## config.mk

```make
export PLATFORM = sky130hd
export DESIGN_NAME = ced_top
export DESIGN_NICKNAME = d
export VERILOG_FILES = /design/src/ced_pkg.sv /design/src/ced_top.sv
export SDC_FILE = /design/constraint.sdc
export NUM_CORES = 1
export LEC_CHECK = 0
export ABC_AREA = 1
export BUFFER_PORTS_ARGS = -buffer_cell sky130_fd_sc_hd__buf_2
export CELL_PAD_IN_SITES_DETAIL_PLACEMENT = 1
export CELL_PAD_IN_SITES_GLOBAL_PLACEMENT = 1
export CORE_MARGIN = 2
export CORE_UTILIZATION = 42
export CTS_CLUSTER_DIAMETER = 40
export DETAILED_ROUTE_END_ITERATION = 7
export PLACE_DENSITY = 0.92
export SYNTH_ARGS = -nofsm -noshare
export SYNTH_HDL_FRONTEND = slang
export SYNTH_SLANG_ARGS = --single-unit
```

## constraint.sdc

```tcl
create_clock -name clk -period 3.7 [get_ports clk]
set_clock_uncertainty 0.2 [all_clocks]
set_input_delay 0.37 -clock clk [delete_from_list [all_inputs] [get_ports clk]]
set_output_delay 0.37 -clock clk [all_outputs]
set_load 0.05 [all_outputs]
```

## src/ced_pkg.sv

```systemverilog
// Package for the comparator event logic: register map, fields, modes
package ced_pkg;
  // ==========================================================================
  // Register word indices and byte addresses
  localparam logic [11:0] CED_IDX_COMP_A = 12'h097;
  localparam logic [11:0] CED_IDX_COMP_B = 12'h09f;
  localparam logic [11:0] CED_ADDR_COMP_A = {CED_IDX_COMP_A[9:0], 2'h0};
  localparam logic [11:0] CED_ADDR_COMP_B = {CED_IDX_COMP_B[9:0], 2'h0};
  localparam logic [11:0] CED_ADDR_SAMPLE = 12'h300;
  localparam logic [11:0] CED_ADDR_IE = 12'h304;
  localparam logic [11:0] CED_ADDR_IRQ_STAT = 12'h308;
  localparam logic [11:0] CED_ADDR_IRQ_MASK = 12'h30c;
  localparam logic [11:0] CED_ADDR_OUT = 12'h310;
  // ==========================================================================
  // Field positions
  localparam int CED_POS_SEL = 6;
  localparam int CED_POS_CONNECT = 5;
  localparam int CED_POS_FLAG = 4;
  localparam int CED_POS_ON = 3;
  localparam int CED_POS_MODE = 0;
  localparam int CED_POS_IE_COMP = 6;
  localparam int CED_POS_SCLK_B = 2;
  localparam int CED_POS_SCLK_A = 0;
  // ==========================================================================
  // Reset values
  localparam logic [7:0] CED_RST_COMP_A = 8'h00;
  localparam logic [7:0] CED_RST_COMP_B = 8'hc0;
  localparam logic [7:0] CED_RST_IE = 8'h00;
  localparam logic [3:0] CED_RST_SAMPLE = 4'h0;
  // ==========================================================================
  // Timing counts
  localparam logic [1:0] CED_DEB_OVF = 2'h2;
  localparam logic [2:0] CED_HOLD_SAMPLES = 3'h4;
  // ==========================================================================
  // Types
  typedef enum logic [2:0] {
    CED_LOW = 3'h0, CED_RISE = 3'h1, CED_FTOG = 3'h2, CED_FRISE = 3'h3,
    CED_FALL = 3'h4, CED_TOG = 3'h5, CED_FFALL = 3'h6, CED_HIGH = 3'h7
  } ced_mode_e;
  typedef enum logic [1:0] {
    CED_SRC_SYS = 2'h0, CED_SRC_T0 = 2'h1, CED_SRC_T1 = 2'h2, CED_SRC_T2 = 2'h3
  } ced_src_e;
  typedef enum logic [1:0] {CED_IDLE = 2'h0, CED_WAIT = 2'h1} ced_state_e;
  typedef struct packed {
    logic [1:0] sel;
    logic connect;
    logic flag;
    logic on;
    ced_mode_e mode;
  } ced_ctrl_s;
endpackage

```

## src/ced_top.sv

```systemverilog
// Comparator event logic for two comparators with APB register access
`timescale 1ns/1ps
// What this block does
// - Sample comparators every clock by default
// - Filtered edge modes, with sample select zero, time sampling by timer1
// - After transition wait two timer1 overflows, resample
// - Matching resample sets flag, else discard
// - Filtered event flagged one to two periods later
// - Timer-clocked edges need four stable samples
// - Connect bit routes selected pins to comparator
// - Hardware sets flag on mode match; software clears
// - Interrupt gated by enable register bit six
// - Disable forces output low, blocks flag
// - Either enable holds analog pins input-only
// - Mode field decoding of eight conditions
// - B resets to c0, A to zero
// - Output high when positive exceeds negative
// - Optional sampling on timer 0/1/2 overflow
// - Both comparators share one interrupt
module ced_top import ced_pkg::*; (
  // Clock and reset
  input wire logic clk,
  input wire logic rst,
  // APB slave
  input wire logic psel,
  input wire logic penable,
  input wire logic pwrite,
  input wire logic [11:0] paddr,
  input wire logic [31:0] pwdata,
  output logic [31:0] prdata,
  output logic pready,
  output logic pslverr,
  // Analog front end
  input wire logic [1:0] comp_raw,
  input wire logic [2:0] timer_ovf,
  output logic [1:0] comp_out,
  output logic [3:0] comp_a_pos_select_onehot,
  output logic [3:0] comp_b_pos_select_onehot,
  output logic [1:0] comp_input_connect,
  output logic analog_pins_input_only,
  // Interrupts
  output logic comp_irq,
  output logic irq
);
  // ==========================================================================
  // Registers
  ced_ctrl_s ctrl_reg [2];
  logic [3:0] sample_clock_select_reg;
  logic [7:0] interrupt_enable_reg;
  logic [1:0] irq_stat_reg;
  logic [1:0] irq_mask_reg;
  logic [1:0] smp_reg;
  logic [1:0] prev_reg;
  logic [1:0] cand_reg [2];
  logic [2:0] hold_reg [2];
  logic [1:0] ovf_cnt_reg [2];
  logic [1:0] exp_reg;
  ced_state_e st_reg [2];
  logic [1:0] hit;
  logic wr;
  logic rd;

  function automatic logic [3:0] onehot4(input logic [1:0] s);
    onehot4 = 4'h1 << s;
  endfunction

  function automatic logic tick(input logic [1:0] src, input logic [2:0] ovf);
    case (src)
      CED_SRC_SYS: tick = 1'b1;
      CED_SRC_T0: tick = ovf[0];
      CED_SRC_T1: tick = ovf[1];
      default: tick = ovf[2];
    endcase
  endfunction

  assign wr = psel && penable && pwrite;
  assign rd = psel && penable && !pwrite;

  // ==========================================================================
  // APB answer, zero wait
  always_ff @(posedge clk or posedge rst) begin
    if (rst) begin
      prdata <= 32'h0;
      pready <= 1'b0;
      pslverr <= 1'b0;
    end else begin
      pready <= psel && !penable;
      pslverr <= 1'b0;
      prdata <= 32'h0;
      if (psel && !penable && !pwrite) begin
        case (paddr)
          CED_ADDR_COMP_A: prdata <= {24'h0, ctrl_reg[0]};
          CED_ADDR_COMP_B: prdata <= {24'h0, ctrl_reg[1]};
          CED_ADDR_SAMPLE: prdata <= {28'h0, sample_clock_select_reg};
          CED_ADDR_IE: prdata <= {24'h0, interrupt_enable_reg};
          CED_ADDR_IRQ_STAT: prdata <= {30'h0, irq_stat_reg};
          CED_ADDR_IRQ_MASK: prdata <= {30'h0, irq_mask_reg};
          CED_ADDR_OUT: prdata <= {30'h0, comp_out};
          default: pslverr <= 1'b1;
        endcase
      end
    end
  end

  // ==========================================================================
  // Control registers and event flags
  always_ff @(posedge clk or posedge rst) begin
    if (rst) begin
      ctrl_reg[0] <= CED_RST_COMP_A;
      ctrl_reg[1] <= CED_RST_COMP_B;
      sample_clock_select_reg <= CED_RST_SAMPLE;
      interrupt_enable_reg <= CED_RST_IE;
      irq_mask_reg <= 2'h0;
    end else begin
      for (int i = 0; i < 2; i++) begin
        if (wr && paddr == (i == 0 ? CED_ADDR_COMP_A : CED_ADDR_COMP_B)) begin
          ctrl_reg[i] <= pwdata[7:0];
        end
        if (hit[i]) begin
          ctrl_reg[i].flag <= 1'b1;
        end
      end
      if (wr && paddr == CED_ADDR_SAMPLE) sample_clock_select_reg <= pwdata[3:0];
      if (wr && paddr == CED_ADDR_IE) interrupt_enable_reg <= pwdata[7:0];
      if (wr && paddr == CED_ADDR_IRQ_MASK) irq_mask_reg <= pwdata[1:0];
    end
  end

  // ==========================================================================
  // Sampling and event detection
  always_ff @(posedge clk or posedge rst) begin
    if (rst) begin
      smp_reg <= 2'h0;
      prev_reg <= 2'h0;
      exp_reg <= 2'h0;
      for (int i = 0; i < 2; i++) begin
        cand_reg[i] <= 2'h0;
        hold_reg[i] <= 3'h0;
        ovf_cnt_reg[i] <= 2'h0;
        st_reg[i] <= CED_IDLE;
      end
      hit <= 2'h0;
    end else begin
      for (int i = 0; i < 2; i++) begin
        logic [1:0] src;
        logic t;
        logic v;
        logic rise;
        logic fall;
        logic filt;
        src = sample_clock_select_reg[2*i +: 2];
        t = 1'b0;
        v = 1'b0;
        rise = 1'b0;
        fall = 1'b0;
        filt = 1'b0;
        hit[i] <= 1'b0;
        // Comparator output: high when plus exceeds minus, low when disabled
        smp_reg[i] <= ctrl_reg[i].on & comp_raw[i];
        filt = ctrl_reg[i].mode inside {CED_FTOG, CED_FRISE, CED_FFALL};
        // Filtered modes use timer1 when select is zero
        if (filt && src == CED_SRC_SYS) t = timer_ovf[1];
        else t = tick(src, timer_ovf);
        v = smp_reg[i];
        if (src != CED_SRC_SYS) begin
          // Edge accepted only after four stable samples
          if (t) begin
            if (v == prev_reg[i]) hold_reg[i] <= 3'h0;
            else if (hold_reg[i] + 3'h1 >= CED_HOLD_SAMPLES) begin
              prev_reg[i] <= v;
              hold_reg[i] <= 3'h0;
              rise = v;
              fall = !v;
            end else hold_reg[i] <= hold_reg[i] + 3'h1;
          end
        end else if (t || filt) begin
          prev_reg[i] <= v;
          rise = v && !prev_reg[i];
          fall = !v && prev_reg[i];
        end
        if (!ctrl_reg[i].on) begin
          st_reg[i] <= CED_IDLE;
        end else if (filt && src == CED_SRC_SYS) begin
          // Debounce: wait two timer1 overflows then resample
          case (st_reg[i])
            CED_IDLE: begin
              if ((rise && ctrl_reg[i].mode != CED_FFALL) || (fall && ctrl_reg[i].mode != CED_FRISE)) begin
                st_reg[i] <= CED_WAIT;
                exp_reg[i] <= rise;
                ovf_cnt_reg[i] <= 2'h0;
              end
            end
            CED_WAIT: begin
              if (timer_ovf[1]) begin
                if (ovf_cnt_reg[i] + 2'h1 >= CED_DEB_OVF) begin
                  st_reg[i] <= CED_IDLE;
                  hit[i] <= (v == exp_reg[i]);
                end else ovf_cnt_reg[i] <= ovf_cnt_reg[i] + 2'h1;
              end
            end
            default: st_reg[i] <= CED_IDLE;
          endcase
        end else if (t || src != CED_SRC_SYS) begin
          case (ctrl_reg[i].mode)
            CED_LOW: hit[i] <= t && !v;
            CED_HIGH: hit[i] <= t && v;
            CED_RISE: hit[i] <= rise;
            CED_FALL: hit[i] <= fall;
            CED_TOG: hit[i] <= rise || fall;
            default: hit[i] <= 1'b0;
          endcase
        end
      end
    end
  end

  // ==========================================================================
  // Interrupt status, read clears, set wins
  always_ff @(posedge clk or posedge rst) begin
    if (rst) begin
      irq_stat_reg <= 2'h0;
    end else if (rd && paddr == CED_ADDR_IRQ_STAT) begin
      // Clear only what the read returned; a new hit still wins
      irq_stat_reg <= (irq_stat_reg & ~prdata[1:0]) | hit;
    end else begin
      irq_stat_reg <= irq_stat_reg | hit;
    end
  end

  // ==========================================================================
  // Pin controls and interrupt outputs
  always_ff @(posedge clk or posedge rst) begin
    if (rst) begin
      comp_out <= 2'h0;
      comp_a_pos_select_onehot <= 4'h0;
      comp_b_pos_select_onehot <= 4'h0;
      comp_input_connect <= 2'h0;
      analog_pins_input_only <= 1'b0;
      comp_irq <= 1'b0;
      irq <= 1'b0;
    end else begin
      comp_out <= smp_reg;
      comp_a_pos_select_onehot <= ctrl_reg[0].connect ? onehot4(ctrl_reg[0].sel) : 4'h0;
      comp_b_pos_select_onehot <= ctrl_reg[1].connect ? onehot4(ctrl_reg[1].sel) : 4'h0;
      comp_input_connect <= {ctrl_reg[1].connect, ctrl_reg[0].connect};
      analog_pins_input_only <= ctrl_reg[0].on || ctrl_reg[1].on;
      comp_irq <= interrupt_enable_reg[CED_POS_IE_COMP] && (ctrl_reg[0].flag || ctrl_reg[1].flag);
      irq <= |(irq_stat_reg & irq_mask_reg);
    end
  end

  // ==========================================================================
  // Assertions
  a_flag_sticks: assert property (@(posedge clk) disable iff (rst)
    hit[0] |=> ctrl_reg[0].flag) else $error("flag A not set after hit");
  a_off_low: assert property (@(posedge clk) disable iff (rst)
    !ctrl_reg[0].on |-> ##2 !comp_out[0]) else $error("disabled output not low");
  a_pins_io: assert property (@(posedge clk) disable iff (rst)
    (ctrl_reg[0].on || ctrl_reg[1].on) |=> analog_pins_input_only) else $error("pins not input only");
  a_irq_gate: assert property (@(posedge clk) disable iff (rst)
    !interrupt_enable_reg[CED_POS_IE_COMP] |=> !comp_irq) else $error("irq not gated");
  a_connect_off: assert property (@(posedge clk) disable iff (rst)
    !ctrl_reg[0].connect |=> comp_a_pos_select_onehot == 4'h0) else $error("mux not open");
  a_no_hit_off: assert property (@(posedge clk) disable iff (rst)
    !ctrl_reg[0].on |=> !hit[0]) else $error("hit while off");
  a_stat_set: assert property (@(posedge clk) disable iff (rst)
    hit[1] |=> irq_stat_reg[1]) else $error("status B not set");
  a_deb_wait: assert property (@(posedge clk) disable iff (rst)
    st_reg[0] == CED_IDLE ##1 st_reg[0] == CED_WAIT |-> !hit[0]) else $error("early debounce hit");

  a_flag_b_sticks: assert property (@(posedge clk) disable iff (rst)
    hit[1] |=> ctrl_reg[1].flag) else $error("flag B not set after hit");
  a_off_low_b: assert property (@(posedge clk) disable iff (rst)
    !ctrl_reg[1].on |-> ##2 !comp_out[1]) else $error("disabled output B not low");
  a_b_off_quiet: assert property (@(posedge clk) disable iff (rst)
    !ctrl_reg[1].on |=> !hit[1]) else $error("hit B while off");
  a_b_mux_open: assert property (@(posedge clk) disable iff (rst)
    !ctrl_reg[1].connect |=> comp_b_pos_select_onehot == 4'h0) else $error("mux B not open");
  a_mux_routes: assert property (@(posedge clk) disable iff (rst)
    ctrl_reg[0].connect |=> comp_a_pos_select_onehot == onehot4($past(ctrl_reg[0].sel))) else $error("mux A wrong pin");
  a_pins_free: assert property (@(posedge clk) disable iff (rst)
    !(ctrl_reg[0].on || ctrl_reg[1].on) |=> !analog_pins_input_only) else $error("pins held input only");

  a_irq_raise: assert property (@(posedge clk) disable iff (rst)
    interrupt_enable_reg[CED_POS_IE_COMP] && (ctrl_reg[0].flag || ctrl_reg[1].flag) |=> comp_irq)
    else $error("comparator irq not raised");
  a_status_a_set: assert property (@(posedge clk) disable iff (rst)
    hit[0] |=> irq_stat_reg[0]) else $error("status A not set");
  a_irq_level: assert property (@(posedge clk) disable iff (rst)
    |(irq_stat_reg & irq_mask_reg) |=> irq) else $error("irq not raised");
  a_irq_clear: assert property (@(posedge clk) disable iff (rst)
    !(|(irq_stat_reg & irq_mask_reg)) |=> !irq) else $error("irq without cause");

  a_hold_cap: assert property (@(posedge clk) disable iff (rst)
    hold_reg[0] < CED_HOLD_SAMPLES) else $error("hold count A overrun");
  a_b_hold_cap: assert property (@(posedge clk) disable iff (rst)
    hold_reg[1] < CED_HOLD_SAMPLES) else $error("hold count B overrun");
endmodule // ced_top

```

==> flow_metrics.env <==
export IMPL_nets=594
export IMPL_yosys_most_used_dff="dfrtp_1"
export IMPL_fp_row_count=35
export IMPL_drive_gt1_share_pct=19.5
export IMPL_cts_resized=0
export IMPL_largest_reg_flops=16
export IMPL_portBuffers=54
export IMPL_ys_seq_elements=77
export IMPL_slew_headroom_pct=34.4
export IMPL_min_period_ns=2.30
export IMPL_numClockSinks=77
export IMPL_grt_max_degree=78
export IMPL_setup_tns_ns=0
export IMPL_cp_required_ns=3.75
export IMPL_postCtsSetupRepairBufs=0
export IMPL_clk_pin_slew_worst_paths_ns=0.08
export IMPL_start_util_pct=43.0
export IMPL_synth_avg_cell_area_um2=8.43
export IMPL_die_y_um=101
export IMPL_slew_violations=0
export IMPL_grt_ovfl_total=0
export IMPL_worst_ep_arrival_time_ns=2.35
export IMPL_synthArstFlopShare_pct=100
export IMPL_final_antenna_net_count=0
export IMPL_fmax_mhz=435
export IMPL_setup_viol=0
export IMPL_hold_viol_final=0
export IMPL_place_congestion=0.871
export IMPL_p_leak_nw=2.33
export IMPL_netlist_area_um2=3960
export IMPL_avgViaCountPerCell=5.13
export IMPL_n_antenna_cell=0
export IMPL_vias=3332
export IMPL_seq_area_frac_synth_pct=48.8
export IMPL_io_pins=103
export IMPL_avgRoutedWirePerCell_um=15.4
export IMPL_coreArea_um2=9200
export IMPL_min_path_type="in2reg"
export IMPL_die_area_um2=10200
export IMPL_wl_um=9980
export IMPL_grt_first_pass_wirelength_um=16700
export IMPL_final_common_cell="nand2_1"
export IMPL_cts_inserted_buffers=9
export IMPL_path_class="reg2reg"
export IMPL_vdd_drop_max_mv=0.146
export IMPL_whs_ns=0.0224
export IMPL_clkLatencyLatePin_ns=0.35
export IMPL_drcViolationCount=0
export IMPL_crit_fanout=6
export IMPL_max_slew_worst_pin_slew_ns=0.984
export IMPL_cts_root_buf="clkbuf_8"
export IMPL_grt_util_all_layers_pct=20.9
export IMPL_clock_path_buffers=2
export IMPL_netlist_instances=469
export IMPL_dr_first_iter_drc_count=145
export IMPL_synth_distinct_cells=38
export IMPL_rsz0062_at_grt="false"
export IMPL_status="finished, final reports clean"
export IMPL_antenna_found_initial=0
export IMPL_yosys_warnings=0
export IMPL_synth_edf_count=0
export IMPL_syn_to_final_growth_pct=13.5
export IMPL_fp_dieW_um=101
export IMPL_h_tree_depth=3
export IMPL_hpwl_um=7570
export IMPL_cts_tree="yes"
export IMPL_final_cell_mix="nand2_1 (110), dfrtp_1 (75), inv_1 (70)"
export IMPL_drtPass1Iterations=4
export IMPL_worst_setup_path_end_kind="flop"
export IMPL_drv_cap=0
export IMPL_power_per_cell_area_nw_per_um2=374
export IMPL_fin_crit_sh_pct=62.2
export IMPL_cp_start_kind="flop"
export IMPL_grt_pass1_vias=3516
-- report_power, final --
part,internal (mW),switching [mW]
clock network,0.334,0.326
logic,0.0320,0.129
registers,0.850,0.00891
-- layout make-up --
cell class	count	area [µm²]
repair buffers	58	308
clock buffers	10	138
fillers	1119	4710
multi-input cells	314	1620
well taps	111	139
flip-flops and latches	77	1930
clock inverters	6	72.6
inverters	74	278
-- layer usage --
layer  wire length (µm)  global-route usage (%)
met5                  0                       0
met4                163                    6.86
met3                443                    3.68
met2               5080                    36.8
met1               4290                    26.0
-- Yosys cell counts (2+ instances only) --
cell | instances | share of area, %
o21ai_2 | 9 | 2.0
xor2_1 | 5 | 1.1
inv_1 | 71 | 6.7
dfrtp_1 | 75 | 47
inv_2 | 3 | 0.28
a31oi_1 | 3 | 0.47
ha_1 | 6 | 1.9
o21bai_1 | 2 | 0.38
nor2_4 | 2 | 0.57
a21oi_1 | 19 | 2.4
o211ai_1 | 3 | 0.57
buf_4 | 25 | 4.7
nor3_2 | 3 | 0.76
nand2_1 | 110 | 10
buf_6 | 2 | 0.57
dfstp_2 | 2 | 1.3
nor2_1 | 24 | 2.3
nor2_2 | 5 | 0.79
o31ai_1 | 3 | 0.57
nor3_1 | 9 | 1.1
nand2_2 | 2 | 0.32
o22ai_1 | 8 | 1.3
a21boi_0 | 2 | 0.38
o21ai_0 | 30 | 3.8
o21ai_1 | 3 | 0.38
nand4_1 | 5 | 0.79
nand3_1 | 23 | 2.9
nand3_2 | 5 | 1.3
-- worst max-delay path, cell delays in order, from the launching register on --
cell and delay (ns):
dfrtp_1 0.54, inv_1 0.15, ha_1 0.33, nor2_1 0.17
nand2_1 0.09, o21ai_2 0.22, nand2_1 0.08, nand2_1 0.12
nand2_1 0.08, inv_1 0.07, nand2_1 0.05, nand2_1 0.05
nand2_1 0.05
-- stage by stage --
stage / utilization, % / power [mW] / setup WS [ns] / cells / cell area (µm²)
after floorplan: - / 1.01 / 1.17 / 492 / 4040
after global placement: 46.2 / 1.03 / 1.49 / 631 / 4250
after detailed placement: 46.2 / 1.03 / 1.42 / 631 / 4250
after CTS: 48.8 / 1.69 / 1.41 / 650 / 4490
after global routing: 48.8 / 1.74 / 1.17 / 650 / 4490
final: 48.8 / 1.68 / 1.40 / 650 / 4490
-- worst paths after layout --
| kind | startpoint | to | slack, ns | cells past startpoint |
|---|---|---|---|---|
| worst min-delay path | comp_raw[1] | smp_reg[1] | 0.02 | 3 |
| worst max-delay path | smp_reg[1] | exp_reg[1] | 1.40 | 12 |
| max in group asynchronous | rst | ovf_cnt_reg[3] | 2.54 | 3 |
| worst max register to register | smp_reg[1] | exp_reg[1] | 1.40 | 12 |
| min in group asynchronous | rst | hold_reg[0] | 0.11 | 3 |
| worst min register to register | ctrl_reg[13] | comp_input_connect[0] | 0.18 | 0 |
-- cell families after synthesis --
family                   Yosys count  synth area share [%]
AND/OR/NAND/NOR                  192                  22.2
buffers and inverters            101                  12.3
AO/OA/AOI/OAI                     87                  13.6
flip-flops                        77                  48.8
adder cells (fa/ha/maj)            6                  1.90
XOR/XNOR                           5                  1.11
other                              1                0.0948
-- repair_timing --
action                                 4_1_cts  5_1_grt
hold buffers                                 3        0
endpoints found under the hold margin        2        0
setup endpoints to repair                    0        0
(Power assumes the default switching activity.)
